===== config.mk =====
export PLATFORM = sky130hd
export DESIGN_NAME = mss_select_ctrl
export DESIGN_NICKNAME = d
export VERILOG_FILES = /design/src/mss_pkg.sv /design/src/mss_select_ctrl.sv /design/src/mss_sel_sync.sv /design/src/mss_tick_timer.sv
export SDC_FILE = /design/constraint.sdc
export NUM_CORES = 1
export LEC_CHECK = 0
export ABC_AREA = 1
export BUFFER_PORTS_ARGS = -buffer_cell sky130_fd_sc_hd__buf_4
export CAP_MARGIN = 5
export CORE_MARGIN = 2
export CORE_UTILIZATION = 47
export CTS_CLUSTER_DIAMETER = 100
export DETAILED_ROUTE_END_ITERATION = 10
export GPL_ROUTABILITY_DRIVEN = 0
export PLACE_DENSITY = 0.77
export SYNTH_ARGS = -nofsm -noshare
export SYNTH_HDL_FRONTEND = slang
export SYNTH_SLANG_ARGS = --single-unit

===== constraint.sdc =====
create_clock -name core_clk_in -period 2.5 [get_ports core_clk_in]
set_clock_uncertainty 0.15 [all_clocks]
set_input_delay 0.5 -clock core_clk_in [delete_from_list [all_inputs] [get_ports core_clk_in]]
set_output_delay 0.5 -clock core_clk_in [all_outputs]
set_load 0.1 [all_outputs]

===== src/mss_pkg.sv =====
package mss_pkg;

  // ---------------------------------------------------------------
  // Clock and time base
  // ---------------------------------------------------------------
  localparam int CLK_FREQ_HZ = 125_000_000;
  localparam int TICK_TIME_MS = 500;
  localparam int TICK_CYCLES = CLK_FREQ_HZ / 1000 * TICK_TIME_MS;
  localparam int POR_UNIT_MS = 1000;
  localparam logic [4:0] POR_UNIT_TICKS = 5'(POR_UNIT_MS / TICK_TIME_MS);
  localparam int DB_SHORT_MS = 1500;
  localparam int DB_MID_MS = 3500;
  localparam int DB_LONG_MS = 5500;
  localparam logic [4:0] DB_SHORT_TICKS = 5'(DB_SHORT_MS / TICK_TIME_MS);
  localparam logic [4:0] DB_MID_TICKS = 5'(DB_MID_MS / TICK_TIME_MS);
  localparam logic [4:0] DB_LONG_TICKS = 5'(DB_LONG_MS / TICK_TIME_MS);
  localparam logic [4:0] TICKS_NONE = 5'h00;

  // ---------------------------------------------------------------
  // Memories, fader and codes
  // ---------------------------------------------------------------
  localparam int MEM_COUNT = 6;
  localparam logic [2:0] MEM_A = 3'h0;
  localparam logic [2:0] MEM_B = 3'h1;
  localparam logic [7:0] GAIN_MIN = 8'h00;
  localparam logic [7:0] GAIN_MAX = 8'hff;
  localparam logic [7:0] GAIN_STEP = 8'h01;
  localparam logic [4:0] FADE_STEP_LAST = 5'h1f;
  localparam logic [4:0] STEP_ZERO = 5'h00;
  localparam logic [4:0] STEP_ONE = 5'h01;
  localparam logic [1:0] DB_OFF = 2'h0;
  localparam logic [1:0] DB_SHORT = 2'h1;
  localparam logic [1:0] DB_MID = 2'h2;
  localparam logic [1:0] DB_LONG = 2'h3;

  typedef enum logic [1:0] {
    MSS_MODE1 = 2'h0,
    MSS_MODE2 = 2'h1,
    MSS_MODE3 = 2'h2,
    MSS_MODE4 = 2'h3
  } mss_mode_t;

  typedef enum logic [5:0] {
    ST_IDLE = 6'h01,
    ST_FADE_OUT = 6'h02,
    ST_TONE = 6'h04,
    ST_HOLD = 6'h08,
    ST_SWITCH = 6'h10,
    ST_FADE_IN = 6'h20
  } mss_state_t;

  typedef struct packed {
    logic switch_kind_setting;        // 1 = static, 0 = momentary
    logic last_dedicated;             // Second input owns top memory
    logic [1:0] select_input_polarity; // Per input: 1 = pull-up
    logic [5:0] mem_valid;            // Bit n = memory n valid, bit 0 ignored: A always valid
    logic [3:0] por_delay_code;       // Relative units, 0 to 15
    logic [1:0] debounce_sel;         // Off, 1.5 s, 3.5 s, 5.5 s
    logic indicator_en;               // Play select indicator
  } mss_cfg_t;

  typedef struct packed {
    logic [2:0] active_mem;
    logic audio_en;
    logic tone_gen_on;
    logic [7:0] gain;
  } mss_status_t;

endpackage


===== src/mss_select_ctrl.sv =====
`timescale 1ns/1ps
module mss_select_ctrl #(
  parameter int TICK_CYCLES = mss_pkg::TICK_CYCLES
) (
  input wire logic core_clk_in,            // Core clock, 125 MHz
  input wire logic reset_n_in,             // Async reset, active low
  input wire logic first_select_input_in,  // First select pin
  input wire logic second_select_input_in, // Second select pin
  input wire mss_pkg::mss_cfg_t cfg_in,    // Configuration store
  input wire logic tone_toggle_in,         // Pulse: toggle tone gen
  input wire logic prog_active_in,         // Serial programming busy
  input wire logic indicator_done_in,      // Pulse: indicator finished
  output logic indicator_start_out,        // Pulse: play indicator
  output logic [2:0] indicator_mem_out,    // Memory being announced
  output mss_pkg::mss_status_t status_out  // Memory, audio, gain
);

  // ---------------------------------------------------------------
  // Helpers
  // ---------------------------------------------------------------
  function automatic logic [2:0] mss_top(input logic [5:0] v);
    logic [2:0] res;
    res = mss_pkg::MEM_A;
    for (int i = 0; i < mss_pkg::MEM_COUNT; i++) begin
      if (v[i]) begin
        res = i[2:0];
      end
    end
    return res;
  endfunction

  function automatic logic [2:0] mss_next(input logic [2:0] cur,
      input logic [5:0] v, input logic skip_top);
    logic [2:0] res;
    logic [2:0] top;
    logic found;
    top = mss_top(v);
    res = mss_pkg::MEM_A;
    found = 1'b0;
    for (int i = 0; i < mss_pkg::MEM_COUNT; i++) begin
      if (!found && i > cur && v[i] && !(skip_top && i == top)) begin
        res = i[2:0];
        found = 1'b1;
      end
    end
    return res;
  endfunction

  // ---------------------------------------------------------------
  // Inputs and mode
  // ---------------------------------------------------------------
  logic [1:0] raw;
  logic [1:0] closed;
  logic [1:0] press;
  mss_pkg::mss_mode_t mode;
  logic [5:0] valid;
  logic [2:0] top_mem;

  assign raw = {second_select_input_in, first_select_input_in};

  for (genvar gi = 0; gi < 2; gi++) begin : g_sync
    mss_sel_sync u_sync (
      .core_clk_in(core_clk_in),
      .reset_n_in(reset_n_in),
      .raw_in(raw[gi]),
      .pullup_in(cfg_in.select_input_polarity[gi]),
      .closed_out(closed[gi]),
      .press_out(press[gi])
    );
  end

  // Kind and dedication bits give the mode code directly
  assign mode = mss_pkg::mss_mode_t'({cfg_in.switch_kind_setting,
      cfg_in.last_dedicated});
  assign valid = cfg_in.mem_valid | 6'h01;
  assign top_mem = mss_top(valid);

  // ---------------------------------------------------------------
  // Power-up delay and second-input debounce
  // ---------------------------------------------------------------
  logic por_started;
  logic por_busy;
  logic por_done;
  logic db_busy;
  logic db_start;
  logic [4:0] db_ticks;
  logic closed2_q;
  logic eff2;
  logic [4:0] por_ticks;

  assign por_ticks = 5'({1'b0, cfg_in.por_delay_code} *
                        mss_pkg::POR_UNIT_TICKS);

  mss_tick_timer #(.TICK_CYCLES(TICK_CYCLES)) u_por (
    .core_clk_in(core_clk_in),
    .reset_n_in(reset_n_in),
    .start_in(!por_started),
    .ticks_in(por_ticks),
    .busy_out(por_busy)
  );

  always_comb begin
    case (cfg_in.debounce_sel)
      mss_pkg::DB_SHORT: db_ticks = mss_pkg::DB_SHORT_TICKS;
      mss_pkg::DB_MID: db_ticks = mss_pkg::DB_MID_TICKS;
      mss_pkg::DB_LONG: db_ticks = mss_pkg::DB_LONG_TICKS;
      default: db_ticks = mss_pkg::TICKS_NONE;
    endcase
  end

  // Restarted on every opening; a reclosure keeps eff2 high anyway
  assign db_start = closed2_q && !closed[1] && cfg_in.last_dedicated &&
                    cfg_in.debounce_sel != mss_pkg::DB_OFF;

  mss_tick_timer #(.TICK_CYCLES(TICK_CYCLES)) u_db (
    .core_clk_in(core_clk_in),
    .reset_n_in(reset_n_in),
    .start_in(db_start),
    .ticks_in(db_ticks),
    .busy_out(db_busy)
  );

  assign eff2 = closed[1] || db_start || db_busy;

  // ---------------------------------------------------------------
  // Requested memory
  // ---------------------------------------------------------------
  logic [2:0] sel_mem;
  logic [2:0] saved;
  logic eff2_q;
  logic press_ok;
  logic [2:0] bin_sel;
  logic [2:0] next_sel_mem;
  logic [2:0] next_saved;

  assign press_ok = press[0] && por_done;
  assign bin_sel = valid[{1'b0, closed[1], closed[0]}] ?
                   {1'b0, closed[1], closed[0]} : mss_pkg::MEM_A;

  always_comb begin
    next_sel_mem = sel_mem;
    next_saved = saved;
    case (mode)
      mss_pkg::MSS_MODE1: begin
        if (press_ok) begin
          next_sel_mem = mss_next(sel_mem, valid, 1'b0);
        end
      end
      mss_pkg::MSS_MODE2: begin
        if (eff2) begin
          next_sel_mem = top_mem;
          if (!eff2_q) begin
            next_saved = sel_mem;
          end
        end else if (eff2_q) begin
          next_sel_mem = saved;
        end else if (press_ok) begin
          next_sel_mem = mss_next(sel_mem, valid, 1'b1);
        end
      end
      mss_pkg::MSS_MODE3: begin
        next_sel_mem = bin_sel;
      end
      mss_pkg::MSS_MODE4: begin
        if (eff2) begin
          next_sel_mem = top_mem;
        end else if (closed[0] && valid[mss_pkg::MEM_B]) begin
          next_sel_mem = mss_pkg::MEM_B;
        end else begin
          next_sel_mem = mss_pkg::MEM_A;
        end
      end
      default: next_sel_mem = mss_pkg::MEM_A;
    endcase
  end

  always_ff @(posedge core_clk_in or negedge reset_n_in) begin
    if (!reset_n_in) begin
      sel_mem <= mss_pkg::MEM_A;
      saved <= mss_pkg::MEM_A;
      eff2_q <= 1'b0;
      closed2_q <= 1'b0;
      por_started <= 1'b0;
      por_done <= 1'b0;
    end else begin
      sel_mem <= next_sel_mem;
      saved <= next_saved;
      eff2_q <= eff2;
      closed2_q <= closed[1];
      por_started <= 1'b1;
      por_done <= por_started && !por_busy;
    end
  end

  // ---------------------------------------------------------------
  // Fade sequencer
  // ---------------------------------------------------------------
  mss_pkg::mss_state_t state;
  mss_pkg::mss_state_t next_state;
  logic [7:0] gain;
  logic [7:0] next_gain;
  logic [4:0] step;
  logic [4:0] next_step;
  logic [2:0] cur_mem;
  logic [2:0] next_cur_mem;
  logic tone_on;
  logic next_tone_on;
  logic tone_pend;
  logic next_tone_pend;
  logic step_hit;

  assign step_hit = (step == mss_pkg::FADE_STEP_LAST);

  always_comb begin
    next_state = state;
    next_gain = gain;
    next_step = step_hit ? mss_pkg::STEP_ZERO : step + mss_pkg::STEP_ONE;
    next_cur_mem = cur_mem;
    next_tone_on = tone_on;
    // A toggle arriving while one is consumed stays pending
    next_tone_pend = tone_pend || tone_toggle_in;
    indicator_start_out = 1'b0;
    if (!por_done) begin
      // Silent load of the switch-selected memory before audio starts
      next_state = mss_pkg::ST_FADE_IN;
      next_gain = mss_pkg::GAIN_MIN;
      next_cur_mem = sel_mem;
    end else begin
      case (state)
        mss_pkg::ST_IDLE: begin
          if (prog_active_in || tone_pend || sel_mem != cur_mem) begin
            next_state = mss_pkg::ST_FADE_OUT;
            next_step = mss_pkg::STEP_ZERO;
          end
        end
        mss_pkg::ST_FADE_OUT: begin
          if (gain == mss_pkg::GAIN_MIN) begin
            if (prog_active_in) begin
              next_state = mss_pkg::ST_HOLD;
            end else if (sel_mem != cur_mem && cfg_in.indicator_en) begin
              next_state = mss_pkg::ST_TONE;
              indicator_start_out = 1'b1;
            end else begin
              next_state = mss_pkg::ST_SWITCH;
            end
          end else if (step_hit) begin
            next_gain = gain - mss_pkg::GAIN_STEP;
          end
        end
        mss_pkg::ST_TONE: begin
          if (indicator_done_in) begin
            next_state = mss_pkg::ST_SWITCH;
          end
        end
        mss_pkg::ST_HOLD: begin
          if (!prog_active_in) begin
            next_state = mss_pkg::ST_SWITCH;
          end
        end
        mss_pkg::ST_SWITCH: begin
          next_cur_mem = sel_mem;
          next_tone_on = tone_on ^ tone_pend;
          next_tone_pend = tone_toggle_in;
          next_state = mss_pkg::ST_FADE_IN;
          next_step = mss_pkg::STEP_ZERO;
        end
        mss_pkg::ST_FADE_IN: begin
          if (gain == mss_pkg::GAIN_MAX) begin
            next_state = mss_pkg::ST_IDLE;
          end else if (step_hit) begin
            next_gain = gain + mss_pkg::GAIN_STEP;
          end
        end
        default: next_state = mss_pkg::ST_IDLE;
      endcase
    end
  end

  always_ff @(posedge core_clk_in or negedge reset_n_in) begin
    if (!reset_n_in) begin
      state <= mss_pkg::ST_FADE_IN;
      gain <= mss_pkg::GAIN_MIN;
      step <= mss_pkg::STEP_ZERO;
      cur_mem <= mss_pkg::MEM_A;
      tone_on <= 1'b0;
      tone_pend <= 1'b0;
      indicator_mem_out <= mss_pkg::MEM_A;
    end else begin
      state <= next_state;
      gain <= next_gain;
      step <= next_step;
      cur_mem <= next_cur_mem;
      tone_on <= next_tone_on;
      tone_pend <= next_tone_pend;
      indicator_mem_out <= sel_mem;
    end
  end

  assign status_out = '{active_mem: cur_mem, audio_en: por_done,
                        tone_gen_on: tone_on, gain: gain};
endmodule


===== src/mss_sel_sync.sv =====
`timescale 1ns/1ps
module mss_sel_sync (
  input wire logic core_clk_in,   // Core clock
  input wire logic reset_n_in,    // Async reset, active low
  input wire logic raw_in,        // Select pin level
  input wire logic pullup_in,     // 1: closed reads low
  output logic closed_out,        // Switch closed, registered
  output logic press_out          // One pulse per closing edge
);

  logic meta;
  logic sync;
  logic next_closed;
  logic next_press;

  always_comb begin
    next_closed = sync;
    next_press = next_closed & ~closed_out;
  end

  always_ff @(posedge core_clk_in or negedge reset_n_in) begin
    if (!reset_n_in) begin
      meta <= 1'b0;
      sync <= 1'b0;
      closed_out <= 1'b0;
      press_out <= 1'b0;
    end else begin
      // Polarity folded in ahead of the flops: reset state reads as open,
      // so a pull-up pin gives no false press after reset
      meta <= raw_in ^ pullup_in;
      sync <= meta;
      closed_out <= next_closed;
      press_out <= next_press;
    end
  end

endmodule


===== src/mss_tick_timer.sv =====
`timescale 1ns/1ps
module mss_tick_timer #(
  parameter int TICK_CYCLES = mss_pkg::TICK_CYCLES
) (
  input wire logic core_clk_in,   // Core clock
  input wire logic reset_n_in,    // Async reset, active low
  input wire logic start_in,      // Pulse: (re)load count
  input wire logic [4:0] ticks_in, // Ticks to run
  output logic busy_out           // High while counting
);

  logic [31:0] pre;
  logic [4:0] count;
  logic [31:0] next_pre;
  logic [4:0] next_count;

  always_comb begin
    next_pre = pre;
    next_count = count;
    if (start_in) begin
      next_pre = 32'h0;
      next_count = ticks_in;
    end else if (count != mss_pkg::TICKS_NONE) begin
      if (pre == 32'(TICK_CYCLES - 1)) begin
        next_pre = 32'h0;
        next_count = count - 5'h01;
      end else begin
        next_pre = pre + 32'h1;
      end
    end
  end

  always_ff @(posedge core_clk_in or negedge reset_n_in) begin
    if (!reset_n_in) begin
      pre <= 32'h0;
      count <= 5'h00;
    end else begin
      pre <= next_pre;
      count <= next_count;
    end
  end

  assign busy_out = (count != mss_pkg::TICKS_NONE);

endmodule


* After elaboration in Yosys (flattened, before gate mapping)
Cells that the tools add are included.
** Operators by class
- Equality and inequality tests :: 37
- Add/subtract/negate cells :: 7
- Order comparisons :: 6
- Bitwise gates (word level) :: 6
- Reductions and logical operators :: 63
- Mux-type cells :: 102
** Operators with widths (number)
- $mux 32 :: 6
- $mux 3 :: 23
- $add 32x1->32 const B :: 2
- $eq 32x26->1 const B :: 2
- $mux 5 :: 11
- $mux 1 :: 44
- $mux 8 :: 5
- $mux 6 :: 6
- $pmux 6 s6 :: 1
- $logic_and 1x1->1 :: 29
- $ne 3x3->1 const B :: 9
- $pmux 8 s2 :: 1
- $logic_not 1->1 :: 15
- $pmux 3 s4 :: 1
- $pmux 4 s3 :: 1
- $pmux 5 s2 :: 1
- $reduce_and 5->1 :: 2
- $reduce_bool 5->1 :: 2
- $sub 5x1->5 const B :: 2
- $add 8x1->8 const B :: 1
- $eq 2x2->1 const B :: 4
- $eq 8x8->1 const B :: 1
- $logic_not 8->1 :: 1
- $reduce_and 2->1 :: 4
- other kinds (31) :: 47
** Storage, ports and cells
- Logic and storage cells :: 245
- Input bits :: 24
- Register bits :: 118

* Depth between registers and ports, before layout
- Word-level depth :: 53
- Gate-level depth with buffers :: 14

* Cells and area by module
A second synthesis with hierarchy kept.
** Unflattened totals
- Cells, all modules :: 1133
- Area total of the unflattened synthesis :: 7785.0 sq um
** Modules (own cells, without submodules)
- mss_tick_timer at u_por :: cells each 394, instances 1, area each 2582.5 sq um, sequential area each 925.9 sq um
- mss_tick_timer at u_db :: cells each 390, instances 1, area each 2539.9 sq um, sequential area each 925.9 sq um
- mss_select_ctrl :: cells each 327, instances 1, area each 2409.8 sq um, sequential area each 927.1 sq um
- mss_sel_sync :: cells each 11, instances 2, area each 126.4 sq um, sequential area each 100.1 sq um

* Worst setup path before layout
No wires, ideal clock.
- Kind :: flip-flop to output port
- Start point :: register gain[0]
- End point :: output indicator_start_out
- Stages on the path, launching flop included :: 6
- Path slack :: -2398 ps
- Arrival time :: 4248 ps
- Data required time :: 1850 ps
- Cells stage by stage :: dfrtp_1 > inv_1 > nand4_1 > nor2_1 > inv_1 > nor4_1
** Between the ends
- Longest elaborated chain between the ends :: 4
** RTL lines
- from (decl) :: RTL line mss_select_ctrl.sv:200 : logic [7:0] gain;
- from (signal assigned) :: RTL line mss_select_ctrl.sv:282 : gain <= mss_pkg::GAIN_MIN;
- from (signal assigned) :: RTL line mss_select_ctrl.sv:290 : gain <= next_gain;
- $logic_not 8->1 :: RTL line mss_select_ctrl.sv:237 : if (gain == mss_pkg::GAIN_MIN) begin
- $mux 1 :: RTL line mss_select_ctrl.sv:237
- $mux 1 :: RTL line mss_select_ctrl.sv:229 : case (state)
- $mux 1 :: RTL line mss_select_ctrl.sv:223 : if (!por_done) begin
- to (decl) :: RTL line mss_select_ctrl.sv:13 : output logic indicator_start_out,
Every way passes these cells.

* Worst setup path after layout
- Start point :: register state[4]
- End point :: output indicator_start_out
** Between the ends
- Longest elaborated chain between the ends :: 3
** RTL lines
- from (decl) :: RTL line mss_select_ctrl.sv:198 : mss_pkg::mss_state_t state;
- from (signal assigned) :: RTL line mss_select_ctrl.sv:281 : state <= mss_pkg::ST_FADE_IN;
- from (signal assigned) :: RTL line mss_select_ctrl.sv:289 : state <= next_state;
- $eq 6x2->1 :: RTL line mss_select_ctrl.sv:229
- $mux 1 :: RTL line mss_select_ctrl.sv:229
- $mux 1 :: RTL line mss_select_ctrl.sv:223
Every way passes these cells.

==> impl_metrics.toml <==
[placed_design]
io_buffers = 39
place_area_um2 = 7910
hpwl_um = 12500

[drt]
totalWireLength_um = 17300
wire_per_inst_um = 13.2
drc_errors = 0
antenna_left = 0
drt-pass1-iter-count = 5
via_per_inst = 5.30
drt_iter0_drc = 612
vias = 6981

[layout]
post-route-util = 0.576
most-common-layout-cells = "nand2_1, nor2_1, inv_1"
syn2layout_area_growth_pct = 20.2
drive_gt1_frac = 0.142
diodes = 0
fin_area_um2 = 8720
fillers = 1345
nets = 1155
final_common_cell = "nand2_1"

[logic_synthesis]
synthCells = 1042
ys.flop_type = "dfrtp_1"
synth_seq_area_share = 0.407
synth_top_family_by_area = "simple AND/OR/NAND/NOR gates"
synth_cell_types = 45
synth_compound_area_frac = 0.0915
muxShareOfSynthArea = 0.00276
synth_area_leader_cell = "dfrtp_1"
syn-num-nets = 1080
ys_ff_latch = 118
synth_async_sr_flop_share = 1.00
ys_top_cells_by_area = "dfrtp_1, nand2_1, nor2_1"
yosysTopAreaCellShare = 0.403
avgSynthCellArea_um2 = 6.97
synth-simple-area-share = 0.366
synthXorXnorAreaFrac = 0.0241
synth_fa_ha_area_frac = 0.0252
yosysWarnings = 0
synth_edf_count = 0
syn_area_um2 = 7260

[timing]
fmax_ghz = 0.402
relSlewSlack = 0.658
setup_violations = 0
drv_slew = 0
fin_crit_sh = 0.995
finalHoldViolations = 0
grt_setup_unrepaired = "yes"
tightestPinTransition_ns = 0.512
period_minus_slack_ns = 2.49

[setup_path]
slowest_stage = "dfrtp_2"
path_class = "reg -> out"
cp-start-kind = "flip-flop"
cp_max_fo = 4
worstPathCellList = "nor2_4 -> nand4_1 -> inv_2 -> nand2_4 -> nor4_4 -> buf_6"
crit_required_ns = 1.85
worst_setup_path_end_kind = "output port"
critPathMaxStageDelay_ns = 0.42
cp.arrival_ns = 1.84

[worst_hold_path]
hold_class = "in -> reg"

[clock_network]
cts_tree = "yes"
h-tree-depth = 4
cts-buffers-inserted = 17
clk_path_buf_depth = 2
clock_latency_ns = 0.42
root_buffer = "clkbuf_16"
clock-sinks = 118
clk_pin_slew_worst_paths_ns = 0.06

[floorplan]
die_h_um = 128
start_util = 0.479
die_x_um = 128
die_area_um2 = 16500
core_um2 = 15100
rows = 45
ios = 41

[pwr]
ir_drop_uv = 610
cellLeakagePower_nw = 4.04
powerDensity_nw_per_um2 = 751

[global_route]
track_usage = 0.226
antenna_found_initial = 0
grt_max_degree = 40
grt_overflow = 0
grt_first_pass_wirelength_um = 30200
grt_pass1_vias = 6722

[flow_run]
max_cap_viol_count = 0

[outcome]
run_status = "finished clean"
-- cell families after synthesis --
group | after synthesis
other | 1
AND/OR/NAND/NOR | 609
buffers and inverters | 152
AO/OA/AOI/OAI | 126
flip-flops | 118
adder cells (fa/ha/maj) | 14
XOR/XNOR | 20
multiplexers | 2
-- timing repair --
action,in CTS,in global routing
gates resized for setup,3,16
hold buffers,1,0
pin swaps,2,8
endpoints found under the setup margin,1,13
setup buffers,9,6
hold endpoints to repair,35,0
-- report_power, final --
group          leakage (nW)  internal (mW)  switching, mW
combinational          2.19          0.502           1.08
sequential             1.54           2.15          0.190
clock                 0.303           1.70          0.919
-- state kept, by name (all words and copies together) (netlist names), 3 cells and up --
name / cells
step: 5
saved: 3
indicator_mem_out: 3
u_db.count: 5
u_por.pre: 32
u_db.pre: 32
state: 6
u_por.count: 5
sel_mem: 3
cur_mem: 3
gain: 8
-- through the flow --
stage	hold slack [ns]	std cells	setup slack [ns]	TNS, ns	total power, mW
4_1_cts	0.0865	1313	0.0146	0	6.55
5_1_grt	0.0947	1318	-0.0780	-0.0880	6.91
3_5_place_dp	0.188	1271	0.101	0	3.92
3_3_place_gp	0.183	1271	0.151	0	3.88
2_1_floorplan	0.0544	1042	-0.194	-0.194	3.50
6_report	0.0959	1318	0.0120	0	6.55
-- routing by layer --
| layer | track usage | wire length, µm | up-vias |
|---|---|---|---|
| li1 | - | - | 3534 |
| met1 | 0.293 | 7850 | 3219 |
| met2 | 0.377 | 8300 | 192 |
| met3 | 0.0434 | 861 | 36 |
| met4 | 0.0860 | 342 | 0 |
| met5 | 0 | 0 | - |
-- Yosys cell counts, types with 2 or more instances --
cell      count
inv_2         4
nand3_2       2
a21oi_1      34
buf_2         4
buf_6         2
o21bai_1      3
xnor2_1       8
clkbuf_1      5
mux2i_1       2
inv_1       132
buf_4         4
nand2_2       6
nor3b_1       4
nor3_1       39
or2_2         2
xor2_1       12
ha_1         13
nor4_1        2
nor2_2        6
nand2_1     272
o21ai_1      10
a31oi_1       2
dfrtp_1     117
nand3_1      63
o21ai_0      67
nand4_1      46
o22ai_1       2
nor2_1      160
a21o_1        3
-- critical path, delay by kind of cell (launching register included) --
| kind | cells | cell delay (ns) |
|---|---|---|
| simple gates | 4 | 0.62 |
| buf+inv | 2 | 0.39 |
| flops | 1 | 0.42 |
-- cell type report --
| type | count | area [µm²] | share of cell area |
|---|---|---|---|
| multi-input combinational | 772 | 3780 | 0.434 |
| sequential | 118 | 2990 | 0.343 |
| timing repair buffer | 71 | 564 | 0.0647 |
| inverter | 137 | 514 | 0.0589 |
| clock buffer | 18 | 439 | 0.0503 |
| tap | 188 | 235 | 0.0270 |
| clock inverter | 14 | 200 | 0.0229 |
-- worst paths after layout --
path	startpoint	to	slack, ns	cells past startpoint
setup / recovery	state[4]	indicator_start_out	0.01	6
hold / removal	second_select_input_in	g_sync[1].u_sync.meta	0.1	2
setup reg to reg	state[3]	gain[7]	0.14	13
hold reg to reg	g_sync[0].u_sync.meta	g_sync[0].u_sync.next_closed	0.20	0
max in group asynchronous	reset_n_in	u_por.pre[13]	1.08	3
min in group asynchronous	reset_n_in	g_sync[0].u_sync.meta	0.44	2
Note: power is estimated with default switching activity, not from simulation.
